===== src/logic/sfsc_pkg.sv =====
// Shared constants and types for the fan speed control block
package sfsc_pkg;
  // System clock and fan reference clock rates
  localparam int CLK_HZ = 250_000_000;
  localparam int REF_HZ = 32768;
  localparam int REF_DIV_CYC = CLK_HZ / REF_HZ;
  // Target count for rpm is RPM_COUNT_NUM / rpm at two pulses per revolution
  localparam int TACH_PULSES_PER_REV = 2;
  localparam int RPM_COUNT_NUM = (REF_HZ * 30) / TACH_PULSES_PER_REV;
  // PWM step divider, system cycles per duty step
  localparam int PWM_DIV_CYC = 32;
  // Command byte map
  localparam logic [7:0] CMD_TEMP_BASE = 8'h00;
  localparam logic [7:0] CMD_FAN_MEAS_BASE = 8'h08;
  localparam logic [7:0] CMD_FAN_TGT_BASE = 8'h0C;
  localparam logic [7:0] CMD_FAN_STAT = 8'h10;
  // Special values and reset values
  localparam logic [7:0] FAN_STOP_CNT = 8'hFF;
  localparam logic [7:0] FAN_TGT_RST = 8'hFF;
  localparam logic [7:0] UNMAPPED_READ = 8'hFF;
  localparam logic [7:0] TEMP_POS_SAT = 8'h7F;
  localparam logic [6:0] SLAVE_ADDR_DEF = 7'h4C;
  // Serial slave states
  typedef enum logic [3:0] {
    SFSC_IDLE,
    SFSC_ADDR,
    SFSC_ADDR_ACK,
    SFSC_CMD,
    SFSC_CMD_ACK,
    SFSC_WDATA,
    SFSC_WDATA_ACK,
    SFSC_RDATA,
    SFSC_RDATA_ACK,
    SFSC_IGNORE
  } sfsc_state_e;
endpackage


===== src/logic/sfsc_fan_chan.sv =====
// One fan channel: tachometer period measurement and PWM drive loop
`timescale 1ns/1ps
module sfsc_fan_chan (
  input wire logic ref_clk,
  input wire logic rst,
  input wire logic ref_tick,
  input wire logic pwm_tick,
  input wire logic fan_tach_input,
  input wire logic [7:0] target,
  output logic [7:0] period,
  output logic fan_drive,
  output logic power_save
);
  logic tach_prev, next_tach_prev;
  logic [7:0] cnt, next_cnt;
  logic [7:0] next_period;
  logic [7:0] duty, next_duty;
  logic [7:0] pwm_cnt, next_pwm_cnt;
  logic next_fan_drive, next_power_save;
  logic tach_rise, stop;

  assign tach_rise = fan_tach_input && !tach_prev;
  assign stop = (target == sfsc_pkg::FAN_STOP_CNT);

  // Period count, duty loop and PWM output
  always_comb begin
    next_tach_prev = fan_tach_input;
    next_cnt = cnt;
    next_period = period;
    next_duty = duty;
    next_pwm_cnt = pwm_cnt;
    if (ref_tick && cnt != 8'hFF) begin
      next_cnt = cnt + 8'h01; // Reference periods since last edge
    end
    if (tach_rise) begin
      next_period = cnt; // Period count, not speed
      next_cnt = 8'h00;
      // Slower than target raises duty, faster lowers it
      if (cnt > target && duty != 8'hFF) begin
        next_duty = duty + 8'h01;
      end else if (cnt < target && duty != 8'h00) begin
        next_duty = duty - 8'h01;
      end
    end else if (cnt == 8'hFF) begin
      next_period = 8'hFF; // Stalled fan reads full scale
      if (ref_tick && duty != 8'hFF) begin
        next_duty = duty + 8'h01;
      end
    end
    if (pwm_tick) begin
      next_pwm_cnt = pwm_cnt + 8'h01;
    end
    next_fan_drive = (duty > pwm_cnt);
    next_power_save = 1'b0;
    if (stop) begin
      next_duty = 8'h00; // Stop code halts drive, idles loop
      next_fan_drive = 1'b0;
      next_power_save = 1'b1;
      next_pwm_cnt = 8'h00;
    end
  end

  // Channel state registers
  always_ff @(posedge ref_clk or posedge rst) begin
    if (rst) begin
      tach_prev <= 1'b0;
      cnt <= 8'h00;
      period <= 8'hFF;
      duty <= 8'h00;
      pwm_cnt <= 8'h00;
      fan_drive <= 1'b0;
      power_save <= 1'b1;
    end else begin
      tach_prev <= next_tach_prev;
      cnt <= next_cnt;
      period <= next_period;
      duty <= next_duty;
      pwm_cnt <= next_pwm_cnt;
      fan_drive <= next_fan_drive;
      power_save <= next_power_save;
    end
  end
endmodule


===== src/logic/sfsc_top.sv =====
// Fan speed controller with temperature readout behind an SMBus slave
// How it works
// - Tach period counted in reference clock periods
// - Loop compares measured and target counts directly
// - 32768 Hz, two pulses: count 491520/rpm
// - Target 255 stops fan, power save
// - All data seen as 8-bit registers
// - Every channel answers one slave address
// - Write, Read, Send, Receive Byte only
// - Receive Byte reads last commanded register
// - Temperature: two's complement, 1 C, MSB first
// - Half-degree offset added before truncating
`timescale 1ns/1ps
module sfsc_top #(
  parameter int N_FAN = 2,
  parameter int N_TEMP = 3,
  parameter int REF_DIV = sfsc_pkg::REF_DIV_CYC,
  parameter logic [6:0] SLAVE_ADDR = sfsc_pkg::SLAVE_ADDR_DEF
) (
  input wire logic ref_clk,
  input wire logic rst,
  input wire logic scl_in,
  input wire logic sda_in,
  output logic sda_out,
  output logic sda_oe,
  input wire logic [8:0] temp_half [N_TEMP],
  input wire logic [N_FAN-1:0] fan_tach_input,
  output logic [N_FAN-1:0] fan_drive,
  output logic [N_FAN-1:0] fan_power_save
);
  // Reference tick and PWM step dividers
  logic [15:0] ref_div, next_ref_div;
  logic [7:0] pwm_div, next_pwm_div;
  logic ref_tick, pwm_tick;
  assign ref_tick = (ref_div == 16'(REF_DIV - 1)); // 32768 Hz tick for counts
  assign pwm_tick = (pwm_div == 8'(sfsc_pkg::PWM_DIV_CYC - 1));

  always_comb begin
    next_ref_div = ref_tick ? 16'h0000 : ref_div + 16'h0001;
    next_pwm_div = pwm_tick ? 8'h00 : pwm_div + 8'h01;
  end

  always_ff @(posedge ref_clk or posedge rst) begin
    if (rst) begin
      ref_div <= 16'h0000;
      pwm_div <= 8'h00;
    end else begin
      ref_div <= next_ref_div;
      pwm_div <= next_pwm_div;
    end
  end

  // Rounded temperature registers
  logic [7:0] temp_reg [N_TEMP];
  logic [7:0] next_temp [N_TEMP];
  logic [9:0] temp_sum [N_TEMP];

  always_comb begin
    for (int i = 0; i < N_TEMP; i++) begin
      temp_sum[i] = {temp_half[i][8], temp_half[i]} + 10'h001; // Add half degree
      if (temp_sum[i][9] != temp_sum[i][8]) begin
        next_temp[i] = sfsc_pkg::TEMP_POS_SAT;
      end else begin
        next_temp[i] = temp_sum[i][8:1]; // Truncate to 1 C two's complement
      end
    end
  end

  always_ff @(posedge ref_clk or posedge rst) begin
    if (rst) begin
      for (int i = 0; i < N_TEMP; i++) begin
        temp_reg[i] <= 8'h00;
      end
    end else begin
      temp_reg <= next_temp;
    end
  end

  // Fan target registers, written by Write Byte
  logic [7:0] fan_tgt [N_FAN];
  logic [7:0] next_fan_tgt [N_FAN];
  logic [7:0] fan_period [N_FAN];
  logic wr_en;
  logic [7:0] wr_cmd, wr_data;

  always_comb begin
    for (int i = 0; i < N_FAN; i++) begin
      next_fan_tgt[i] = fan_tgt[i];
      if (wr_en && wr_cmd == sfsc_pkg::CMD_FAN_TGT_BASE + 8'(i)) begin
        next_fan_tgt[i] = wr_data; // Host supplies period count target
      end
    end
  end

  always_ff @(posedge ref_clk or posedge rst) begin
    if (rst) begin
      for (int i = 0; i < N_FAN; i++) begin
        fan_tgt[i] <= sfsc_pkg::FAN_TGT_RST;
      end
    end else begin
      fan_tgt <= next_fan_tgt;
    end
  end

  // Fan channels
  genvar g;
  generate
    for (g = 0; g < N_FAN; g++) begin : gen_fan
      sfsc_fan_chan u_chan (
        .ref_clk(ref_clk),
        .rst(rst),
        .ref_tick(ref_tick),
        .pwm_tick(pwm_tick),
        .fan_tach_input(fan_tach_input[g]),
        .target(fan_tgt[g]),
        .period(fan_period[g]),
        .fan_drive(fan_drive[g]),
        .power_save(fan_power_save[g])
      );
    end
  endgenerate

  // Byte-wide register read map
  logic [7:0] cmd_ptr;
  logic [7:0] rd_data;
  always_comb begin
    rd_data = sfsc_pkg::UNMAPPED_READ;
    for (int i = 0; i < N_TEMP; i++) begin
      if (cmd_ptr == sfsc_pkg::CMD_TEMP_BASE + 8'(i)) rd_data = temp_reg[i];
    end
    for (int i = 0; i < N_FAN; i++) begin
      if (cmd_ptr == sfsc_pkg::CMD_FAN_MEAS_BASE + 8'(i)) rd_data = fan_period[i];
      if (cmd_ptr == sfsc_pkg::CMD_FAN_TGT_BASE + 8'(i)) rd_data = fan_tgt[i];
    end
    if (cmd_ptr == sfsc_pkg::CMD_FAN_STAT) begin
      rd_data = 8'(fan_power_save);
    end
  end

  // SMBus slave state
  sfsc_pkg::sfsc_state_e state, next_state;
  logic scl_prev, sda_prev;
  logic [3:0] bit_cnt, next_bit_cnt;
  logic [7:0] shreg, next_shreg;
  logic [7:0] next_cmd_ptr;
  logic next_sda_oe;
  logic scl_rise, scl_fall, start_cond, stop_cond;

  assign scl_rise = scl_in && !scl_prev;
  assign scl_fall = !scl_in && scl_prev;
  assign start_cond = scl_in && scl_prev && sda_prev && !sda_in;
  assign stop_cond = scl_in && scl_prev && !sda_prev && sda_in;
  assign sda_out = 1'b0; // Open drain, only ever pulls low

  always_comb begin
    next_state = state;
    next_bit_cnt = bit_cnt;
    next_shreg = shreg;
    next_cmd_ptr = cmd_ptr;
    next_sda_oe = sda_oe;
    wr_en = 1'b0;
    wr_cmd = cmd_ptr;
    wr_data = shreg;
    if (start_cond) begin
      next_state = sfsc_pkg::SFSC_ADDR; // Start or repeated start
      next_bit_cnt = 4'h0;
      next_sda_oe = 1'b0;
    end else if (stop_cond) begin
      next_state = sfsc_pkg::SFSC_IDLE;
      next_sda_oe = 1'b0;
    end else if (scl_rise) begin
      case (state)
        sfsc_pkg::SFSC_ADDR, sfsc_pkg::SFSC_CMD, sfsc_pkg::SFSC_WDATA: begin
          next_shreg = {shreg[6:0], sda_in};
          next_bit_cnt = bit_cnt + 4'h1;
        end
        sfsc_pkg::SFSC_RDATA: begin
          next_bit_cnt = bit_cnt + 4'h1;
        end
        sfsc_pkg::SFSC_RDATA_ACK: begin
          // Master ack asks for the same register again, nack ends
          next_state = sda_in ? sfsc_pkg::SFSC_IGNORE : sfsc_pkg::SFSC_RDATA_ACK;
        end
        default: begin
          next_state = state;
        end
      endcase
    end else if (scl_fall) begin
      case (state)
        sfsc_pkg::SFSC_ADDR: begin
          if (bit_cnt == 4'h8) begin
            if (shreg[7:1] == SLAVE_ADDR) begin
              next_state = sfsc_pkg::SFSC_ADDR_ACK; // One address for all channels
              next_sda_oe = 1'b1; // Address ack
            end else begin
              next_state = sfsc_pkg::SFSC_IGNORE;
            end
          end
        end
        sfsc_pkg::SFSC_ADDR_ACK: begin
          next_bit_cnt = 4'h0;
          if (shreg[0]) begin
            // Read Byte after repeated start, or Receive Byte
            next_state = sfsc_pkg::SFSC_RDATA;
            next_shreg = {rd_data[6:0], 1'b0};
            next_sda_oe = !rd_data[7]; // MSB first
          end else begin
            next_state = sfsc_pkg::SFSC_CMD; // Write, Send or Read Byte command
            next_sda_oe = 1'b0;
          end
        end
        sfsc_pkg::SFSC_CMD: begin
          if (bit_cnt == 4'h8) begin
            next_cmd_ptr = shreg; // Kept for later Receive Byte
            next_state = sfsc_pkg::SFSC_CMD_ACK;
            next_sda_oe = 1'b1; // Command ack
          end
        end
        sfsc_pkg::SFSC_CMD_ACK: begin
          next_state = sfsc_pkg::SFSC_WDATA;
          next_bit_cnt = 4'h0;
          next_sda_oe = 1'b0;
        end
        sfsc_pkg::SFSC_WDATA: begin
          if (bit_cnt == 4'h8) begin
            wr_en = 1'b1; // Write Byte data lands
            next_state = sfsc_pkg::SFSC_WDATA_ACK;
            next_sda_oe = 1'b1; // Data ack
          end
        end
        sfsc_pkg::SFSC_WDATA_ACK: begin
          next_state = sfsc_pkg::SFSC_IGNORE; // Only one data byte
          next_sda_oe = 1'b0;
        end
        sfsc_pkg::SFSC_RDATA: begin
          if (bit_cnt == 4'h8) begin
            next_state = sfsc_pkg::SFSC_RDATA_ACK;
            next_sda_oe = 1'b0;
          end else begin
            next_sda_oe = !shreg[7]; // Next bit, MSB first
            next_shreg = {shreg[6:0], 1'b0};
          end
        end
        sfsc_pkg::SFSC_RDATA_ACK: begin
          next_state = sfsc_pkg::SFSC_RDATA;
          next_bit_cnt = 4'h0;
          next_shreg = {rd_data[6:0], 1'b0};
          next_sda_oe = !rd_data[7];
        end
        default: begin
          next_sda_oe = 1'b0;
        end
      endcase
    end
  end

  always_ff @(posedge ref_clk or posedge rst) begin
    if (rst) begin
      state <= sfsc_pkg::SFSC_IDLE;
      scl_prev <= 1'b1;
      sda_prev <= 1'b1;
      bit_cnt <= 4'h0;
      shreg <= 8'h00;
      cmd_ptr <= 8'h00;
      sda_oe <= 1'b0;
    end else begin
      state <= next_state;
      scl_prev <= scl_in;
      sda_prev <= sda_in;
      bit_cnt <= next_bit_cnt;
      shreg <= next_shreg;
      cmd_ptr <= next_cmd_ptr;
      sda_oe <= next_sda_oe;
    end
  end
endmodule


===== config.mk =====
export PLATFORM = sky130hd
export DESIGN_NAME = sfsc_top
export DESIGN_NICKNAME = d
export VERILOG_FILES = /design/src/logic/sfsc_pkg.sv /design/src/logic/sfsc_fan_chan.sv /design/src/logic/sfsc_top.sv
export SDC_FILE = /design/constraint.sdc
export NUM_CORES = 1
export LEC_CHECK = 0
export BUFFER_PORTS_ARGS = -buffer_cell sky130_fd_sc_hd__buf_2
export CORE_ASPECT_RATIO = 1.25
export CORE_UTILIZATION = 35
export DETAILED_ROUTE_END_ITERATION = 16
export SLEW_MARGIN = 20
export SYNTH_ARGS = -nofsm -noshare
export SYNTH_HDL_FRONTEND = slang
export SYNTH_SLANG_ARGS = --single-unit

===== constraint.sdc =====
create_clock -name ref_clk -period 6.4 [get_ports ref_clk]
set_clock_uncertainty 0.2 [all_clocks]
set_input_delay 0.32 -clock ref_clk [delete_from_list [all_inputs] [get_ports ref_clk]]
set_output_delay 0.32 -clock ref_clk [all_outputs]
set_load 0.01 [all_outputs]

==> summary.md, run 1 <==
| Metric | Value |
|---|---|
| Top_reg_cell synth | dfrtp_1 |
| Final Hold Viols | 0 |
| Drt total wl | 20.7 mm |
| Max Freq | 298 MHz |
| Cell depth of the worst setup path | 9 |
| Arr. time, crit path | 3.50 ns |
| H-Tree Level Count | 4 |
| Post-route DRC | 0 |
| RR Startpoint | fan_tgt[7]$_DFFE_PP1P_ |
| Final Max Slew Viols | 0 |
| Clock transition at the registers of the reported paths | 0.07 ns |
| Normalized max-slew margin | 39.4% |
| Share of cells above drive strength 1 | 15.5% |
| CP Launch Point | fan_tgt[7]$_DFFE_PP1P_ |
| Post-DP Area | 10,000 um2 |
| Worst setup path class | flop to flop |
| Die area | 27,700 um2 |
| R2r worst-path depth | 9 |
| First-pass GRT wire length | 35.8 mm |
| Crit path largest cell delay | 0.69 ns |
| # setup viols final | 0 |
| Post-synthesis cell count | 997 |
| Crit path required time | 6.54 ns |
| Slew @ Worst Pin | 0.902 ns |
| EDFF count, synth | 0 |
| Rows | 67 |
| CTS Buf Count | 17 |
| Fin crit period | 3.35 ns |
| Initial antenna violation count | 0 |
| Net count, final | 1,132 |
| Die height | 186 um |
| CP most frequent cell | a21oi_1 |
| Seq/Total Area, Yosys | 43.0% |
| WL/cell | 14.8 um |
| R2R setup slack | 3.05 ns |
| Pwr Total | 2.95 mW |
| Commonest non-fill, non-tap cell in the layout | dfrtp_1 |
| Outcome | complete, no violations |
| Met1 usage | 20.6% |
| CP delay by family, top | compound AO/OA/AOI/OAI gates |
| Starting Density | 35.4% |
| Largest net degree at the start of global routing | 92 |
| GRT met3 Usage | 2.89% |
| Synth area leaders | dfrtp_1, dfstp_2, ha_1 |
| ANT cells | 0 |
| PortBufs | 37 |
| Critical Path Fanout Max | 8 |
| Most frequent cells in the layout | dfrtp_1, nor2_1, nand2_1, inv_1, ha_1 |
| Worst min path class | primary input to flop |
| Synth area leader | dfrtp_1 |
| Synth cell types | 69 |
| Crit path to | gen_fan[1].u_chan.duty[4]$_DFFE_PP0P_ |
| Vias in the first global route | 7,282 |
| Avg Inst Size Synth | 9.51 um2 |
| Crit-path slowest cell | o22ai_1 |
| DRT iter0 DRCs | 439 |
| I/O pin cnt | 39 |
| Mapped Nets | 1,087 |
| Global route overflow | 0 |
| Crit share post-route | 52.4% |
| Yosys warnings | 0 |
| DR vias/cell | 5.23 |
| Async S/R FF share, synth | 100% |
| Synth top area share | 33.0% |
| RSZ-0062 raised after global routing | false |
| Synthesized area | 9480 um2 |
| TNS Setup | 0 ns |
| Routed via count | 7,326 |
| R2r endpoint | gen_fan[1].u_chan.duty[4]$_DFFE_PP0P_ |
| Core Area | 26,700 um2 |
| Cell Pwr Density | 274 nW/um2 |
| Crit path cell chain | inv_1, ha_1, a21oi_1, o21ai_0, or2_2, o22ai_1, mux2_2, or3_1, a21oi_1 |
| Antenna Nets Post-Route | 0 |
| Setup crit end kind | flop |
| Final weighted congestion in routability-driven placement | 0.863 |
| Final instance area | 10,800 um2 |
| CTS Root Cell | clkbuf_16 |
| WP buf/inv | 1 |
| CP Launch Type | flop |
| GR peak layer | met2 |
| DP HPWL | 14.8 mm |
| Max Cap Viol | 0 |
| Die X | 149 um |
| Sink Count | 161 |
| Grt met2 use | 26.9% |
| Clock Path Buffers | 2 |
| TritonCTS clock tree | done |
| P_leak | 4.64 nW |
| Drt pass-1 iters | 6 |
| Total GRT Usage | 16.2% |
| Number of flip-flops in the largest register | 24 |
| Max IR drop VDD | 0.184 mV |
| Clk_lat worst skew | 0.43 ns |
| Area grow syn2layout | 13.7% |
| Number of synthesized register bits | 161 |
==> Yosys cell counts (all sizes together), types with 21 or more instances <==
cell	instances
a21oi	44
and3	21
clkbuf	25
dfrtp	125
dfstp	36
ha	57
inv	58
mux2	28
mux2i	28
nand2	75
nand3	52
nand4	24
nor2	94
o21ai	53
xnor2	32
xor2	34
==> area by class of cell <==
cell class / instances / area [um2]
clock buffers: 18 / 439
well taps: 345 / 432
clock inverters: 14 / 154
fillers: 2597 / 16000
inverters: 59 / 226
flip-flops and latches: 161 / 4070
repair buffers: 62 / 415
multi-input cells: 741 / 5030
==> repair_timing <==
item | in CTS | in global routing
setup buffers | 0 | 0
hold endpoints to repair | 91 | 0
gates resized for setup | 0 | 0
hold buffers | 17 | 0
==> worst min-delay path, stage by stage <==
cell and delay [ns]:
buf_2 0.10, a31oi_1 0.09, o21bai_1 0.10
==> power by group <==
group	leakage (nW)	switching (mW)	total, mW	internal [mW]
Sequential	1.94	0.185	1.31	1.13
Combinational	2.42	0.334	0.618	0.284
Clock	0.284	0.434	1.02	0.591
==> how the worst min path moves through the flow <==
stage | from | endpoint | cells after the start
6_report | temp_half[18] | temp_reg[18]$_DFF_PP0_ | 3
3_5_place_dp | ref_div[15]$_DFF_PP0_ | ref_div[15]$_DFF_PP0_ | 1
2_1_floorplan | scl_in | scl_prev$_DFF_PP1_ | 0
4_1_cts | temp_half[19] | temp_reg[18]$_DFF_PP0_ | 3
5_1_grt | temp_half[1] | temp_reg[0]$_DFF_PP0_ | 3
3_3_place_gp | fan_tach_input[0] | gen_fan[0].u_chan.tach_prev$_DFF_PP0_ | 1
==> metrics by stage <==
stage | worst slack (ns) | hold WS, ns | utilization [%] | std cells
floorplan | 1.59 | 0.124 | - | 997
detailed placement | 3.03 | 0.253 | 37.4 | 1351
finish | 3.05 | 0.0244 | 40.3 | 1400
global route | 2.87 | 0.0405 | 40.3 | 1400
CTS | 3.01 | 0.00388 | 40.3 | 1400
global placement | 3.06 | 0.252 | 37.4 | 1351
==> cell families after synthesis <==
family,count (synthesis),share of synthesized area (%)
compound gates,183,12.2
xor+xnor,66,6.10
fa+ha+maj,57,7.52
buf+inv,95,4.13
flops,161,43.0
mux,58,6.76
other cells,1,0.0396
simple gates,376,20.3
==> per-layer routing <==
metal / wire, um / share of wire [%] / vias to the layer above
li1: - / - / 3627
met1: 9520 / 46 / 3528
met2: 10200 / 49 / 132
met3: 529 / 2.6 / 39
met4: 531 / 2.6 / 0
met5: 0 / 0 / -
No activity file was read; power rests on OpenSTA's default activity.
==> run 2: changes to the inputs <==
==> constraint.sdc (replaced) <==
create_clock -name ref_clk -period 3.1 [get_ports ref_clk]
set_clock_uncertainty 0.2 [all_clocks]
set_input_delay 0.155 -clock ref_clk [delete_from_list [all_inputs] [get_ports ref_clk]]
set_output_delay 0.155 -clock ref_clk [all_outputs]
set_load 0.01 [all_outputs]
==> run 2 against run 1 <==
Compared with the run above: power is 110% higher; first-iteration DRC count is 10% lower; via count is 2.8% higher; flip-flop and latch count stayed put; largest cell class unchanged; die area stayed put; hold slack better by 0.022 ns; highest routed layer unchanged; global-route usage is 0.40 points higher; largest power group unchanged.
==> summary.md, run 2 (same netlist as run 1, synthesis figures left out) <==
| Metric | Value |
|---|---|
| Commonest non-fill, non-tap cell in the layout | dfrtp_1 (unchanged) |
| Arr. time, crit path | 3.11 ns (was 3.50 ns) |
| Share of cells above drive strength 1 | 16.0% (was 15.5%) |
| Global route overflow | 0 (unchanged) |
| Initial antenna violation count | 0 (unchanged) |
| Final weighted congestion in routability-driven placement | 0.872 (was 0.863) |
| TNS Setup | 0 ns (unchanged) |
| Drt total wl | 21.7 mm (was 20.7 mm) |
| Routed via count | 7,531 (was 7,326) |
| Rows | 67 (unchanged) |
| DRT iter0 DRCs | 395 (was 439) |
| Drt pass-1 iters | 5 (was 6) |
| Crit-path slowest cell | or4_4 (was o22ai_1) |
| Net count, final | 1,178 (was 1,132) |
| Core Area | 26,700 um2 (unchanged) |
| Largest net degree at the start of global routing | 41 (was 92) |
| Die height | 186 um (unchanged) |
| TritonCTS clock tree | done (unchanged) |
| Post-layout util | 41.9% (was 40.3%) |
| Max Cap Viol | 0 (unchanged) |
| Outcome | complete, no violations (unchanged) |
| Final Hold Viols | 0 (unchanged) |
| P_leak | 4.84 nW (was 4.64 nW) |
| Clk_lat worst skew | 0.44 ns (was 0.43 ns) |
| Number of flip-flops in the largest register | 24 (unchanged) |
| Sink Count | 161 (unchanged) |
| CTS Root Cell | clkbuf_16 (unchanged) |
| Filler cells | 2,571 (was 2,597) |
| CTS Hold Buffers Added | 46 (was 17) |
| Cts repair resizes | 0 (unchanged) |
| Max IR drop VDD | 0.350 mV (was 0.184 mV) |
| First-pass GRT wire length | 36.4 mm (was 35.8 mm) |
| Most frequent cells in the layout | dfrtp_1, nor2_1, nand2_1, inv_1, ha_1 (unchanged) |
| PortBufs | 37 (unchanged) |
| CP delay by family, top | simple AND/OR/NAND/NOR gates (was compound AO/OA/AOI/OAI gates) |
| Area grow syn2layout | 18.1% (was 13.7%) |
| Slew @ Worst Pin | 0.931 ns (was 0.902 ns) |
| Crit path cell chain | inv_1, ha_1, or4b_1, or4_4, and4b_1, a31oi_1, and2_1, or3_1, a21oi_1 (was inv_1, ha_1, a21oi_1, o21ai_0, or2_2, o22ai_1, mux2_2, or3_1, a21oi_1) |
| Postcts setup bufs | 0 (unchanged) |
| ANT cells | 0 (unchanged) |
| Worst min path class | primary input to flop (unchanged) |
| Clock transition at the registers of the reported paths | 0.06 ns (was 0.07 ns) |
| H-Tree Level Count | 4 (unchanged) |
| FF+latch area | 4070 um2 (unchanged) |
| Vias in the first global route | 7,487 (was 7,282) |
| Crit path required time | 3.26 ns (was 6.54 ns) |
| Max Freq | 339 MHz (was 298 MHz) |
| Setup crit end kind | flop (unchanged) |
| Die area | 27,700 um2 (unchanged) |
| WP buf/inv | 1 (unchanged) |
| RSZ-0062 raised after global routing | false (unchanged) |
| Normalized max-slew margin | 37.8% (was 39.4%) |
| I/O pin cnt | 39 (unchanged) |
| Post-route DRC | 0 (unchanged) |
| DP HPWL | 15.5 mm (was 14.8 mm) |
| Fin crit period | 2.95 ns (was 3.35 ns) |
| DR vias/cell | 5.21 (was 5.23) |
| # setup viols final | 0 (unchanged) |
| Worst setup margin | 0.147 ns (was 3.05 ns) |
| Final Max Slew Viols | 0 (unchanged) |
| Die X | 149 um (unchanged) |
| CP Launch Type | flop (unchanged) |
| Antenna Nets Post-Route | 0 (unchanged) |
| Crit share post-route | 95.3% (was 52.4%) |
| Starting Density | 35.4% (unchanged) |
| CTS Buf Count | 17 (unchanged) |
| Crit path largest cell delay | 0.54 ns (was 0.69 ns) |
| Critical Path Fanout Max | 9 (was 8) |
| Total GRT Usage | 16.6% (was 16.2%) |
| Place WS | 0.156 ns (was 3.03 ns) |
| WL/cell | 15.0 um (was 14.8 um) |
| Cell Pwr Density | 548 nW/um2 (was 274 nW/um2) |
| Clock Path Buffers | 2 (unchanged) |
| Area of the multi-input gates | 5020 um2 (was 5030 um2) |
| Worst setup path class | flop to flop (unchanged) |
## run 2: changes by cell type in the layout (fill, tap and decap cells not counted)
cell           previous run  this run
buf_4                     8        22
clkinv_2                  2         4
dlygate4sd3_1            17        46
buf_12                    0         3
nor4_4                    1         0
nor4_1                    5         6
clkinvlp_4                3         4
clkbuf_1                  0         3
inv_6                     6         1
clkinv_4                  2         0
clkbuf_8                  1         2
## run 2: metal layers
layer  GRT usage, %  vias up  share of wire, %
met1           20.6     3640                45
met4           7.31        0               2.9
li1               -     3722                 -
met3           2.97       43               2.8
met2           28.1      126                49
met5              0        -                 0
## run 2: power by group
| part | total [mW] | switching (mW) | internal (mW) |
|---|---|---|---|
| logic | 1.37 | 0.727 | 0.643 |
| registers | 2.69 | 0.366 | 2.33 |
| clock network | 2.08 | 0.853 | 1.22 |
| total | 6.14 | 1.95 | 4.19 |
## run 2: final cells by class
class,instances,share of cell area [%]
Timing Repair Buffer,108,7.78
Multi-Input combinational cell,741,44.8
Inverter,59,2.01
Clock inverter,10,0.995
Tap cell,345,3.86
Sequential cell,161,36.4
Clock buffer,22,4.15
## run 2: worst min-delay path, cell delays in order
cell and delay (ns):
buf_2 0.10, ha_1 0.17, or2_2 0.11, a21o_1 0.11
## run 2: worst paths after layout
check | start | endpoint | slack, ns | cells past startpoint
max reg2reg | ref_div[0]$_DFF_PP0_ | gen_fan[0].u_chan.duty[6]$_DFFE_PP0P_ | 0.15 | 9
max in group asynchronous | rst | scl_prev$_DFF_PP1_ | 1.66 | 4
max | ref_div[0]$_DFF_PP0_ | gen_fan[0].u_chan.duty[6]$_DFFE_PP0P_ | 0.15 | 9
min in group asynchronous | rst | gen_fan[1].u_chan.pwm_cnt[0]$_DFFE_PP0P_ | 0.28 | 3
min | temp_half[0] | temp_reg[1]$_DFF_PP0_ | 0.05 | 4
min reg2reg | pwm_div[7]$_DFF_PP0_ | pwm_div[7]$_DFF_PP0_ | 0.27 | 1
## run 2: metrics by stage
| stage | instances | hold slack [ns] | area, um2 | power, mW |
|---|---|---|---|---|
| 2_1_floorplan | 997 | -0.0405 | 9480 | 3.61 |
| 3_3_place_gp | 1368 | 0.0897 | 10200 | 4.00 |
| 3_5_place_dp | 1368 | 0.0977 | 10200 | 4.04 |
| 4_1_cts | 1446 | 0.0177 | 11200 | 6.20 |
| 5_1_grt | 1446 | 0.0694 | 11200 | 6.52 |
| 6_report | 1446 | 0.0467 | 11200 | 6.14 |
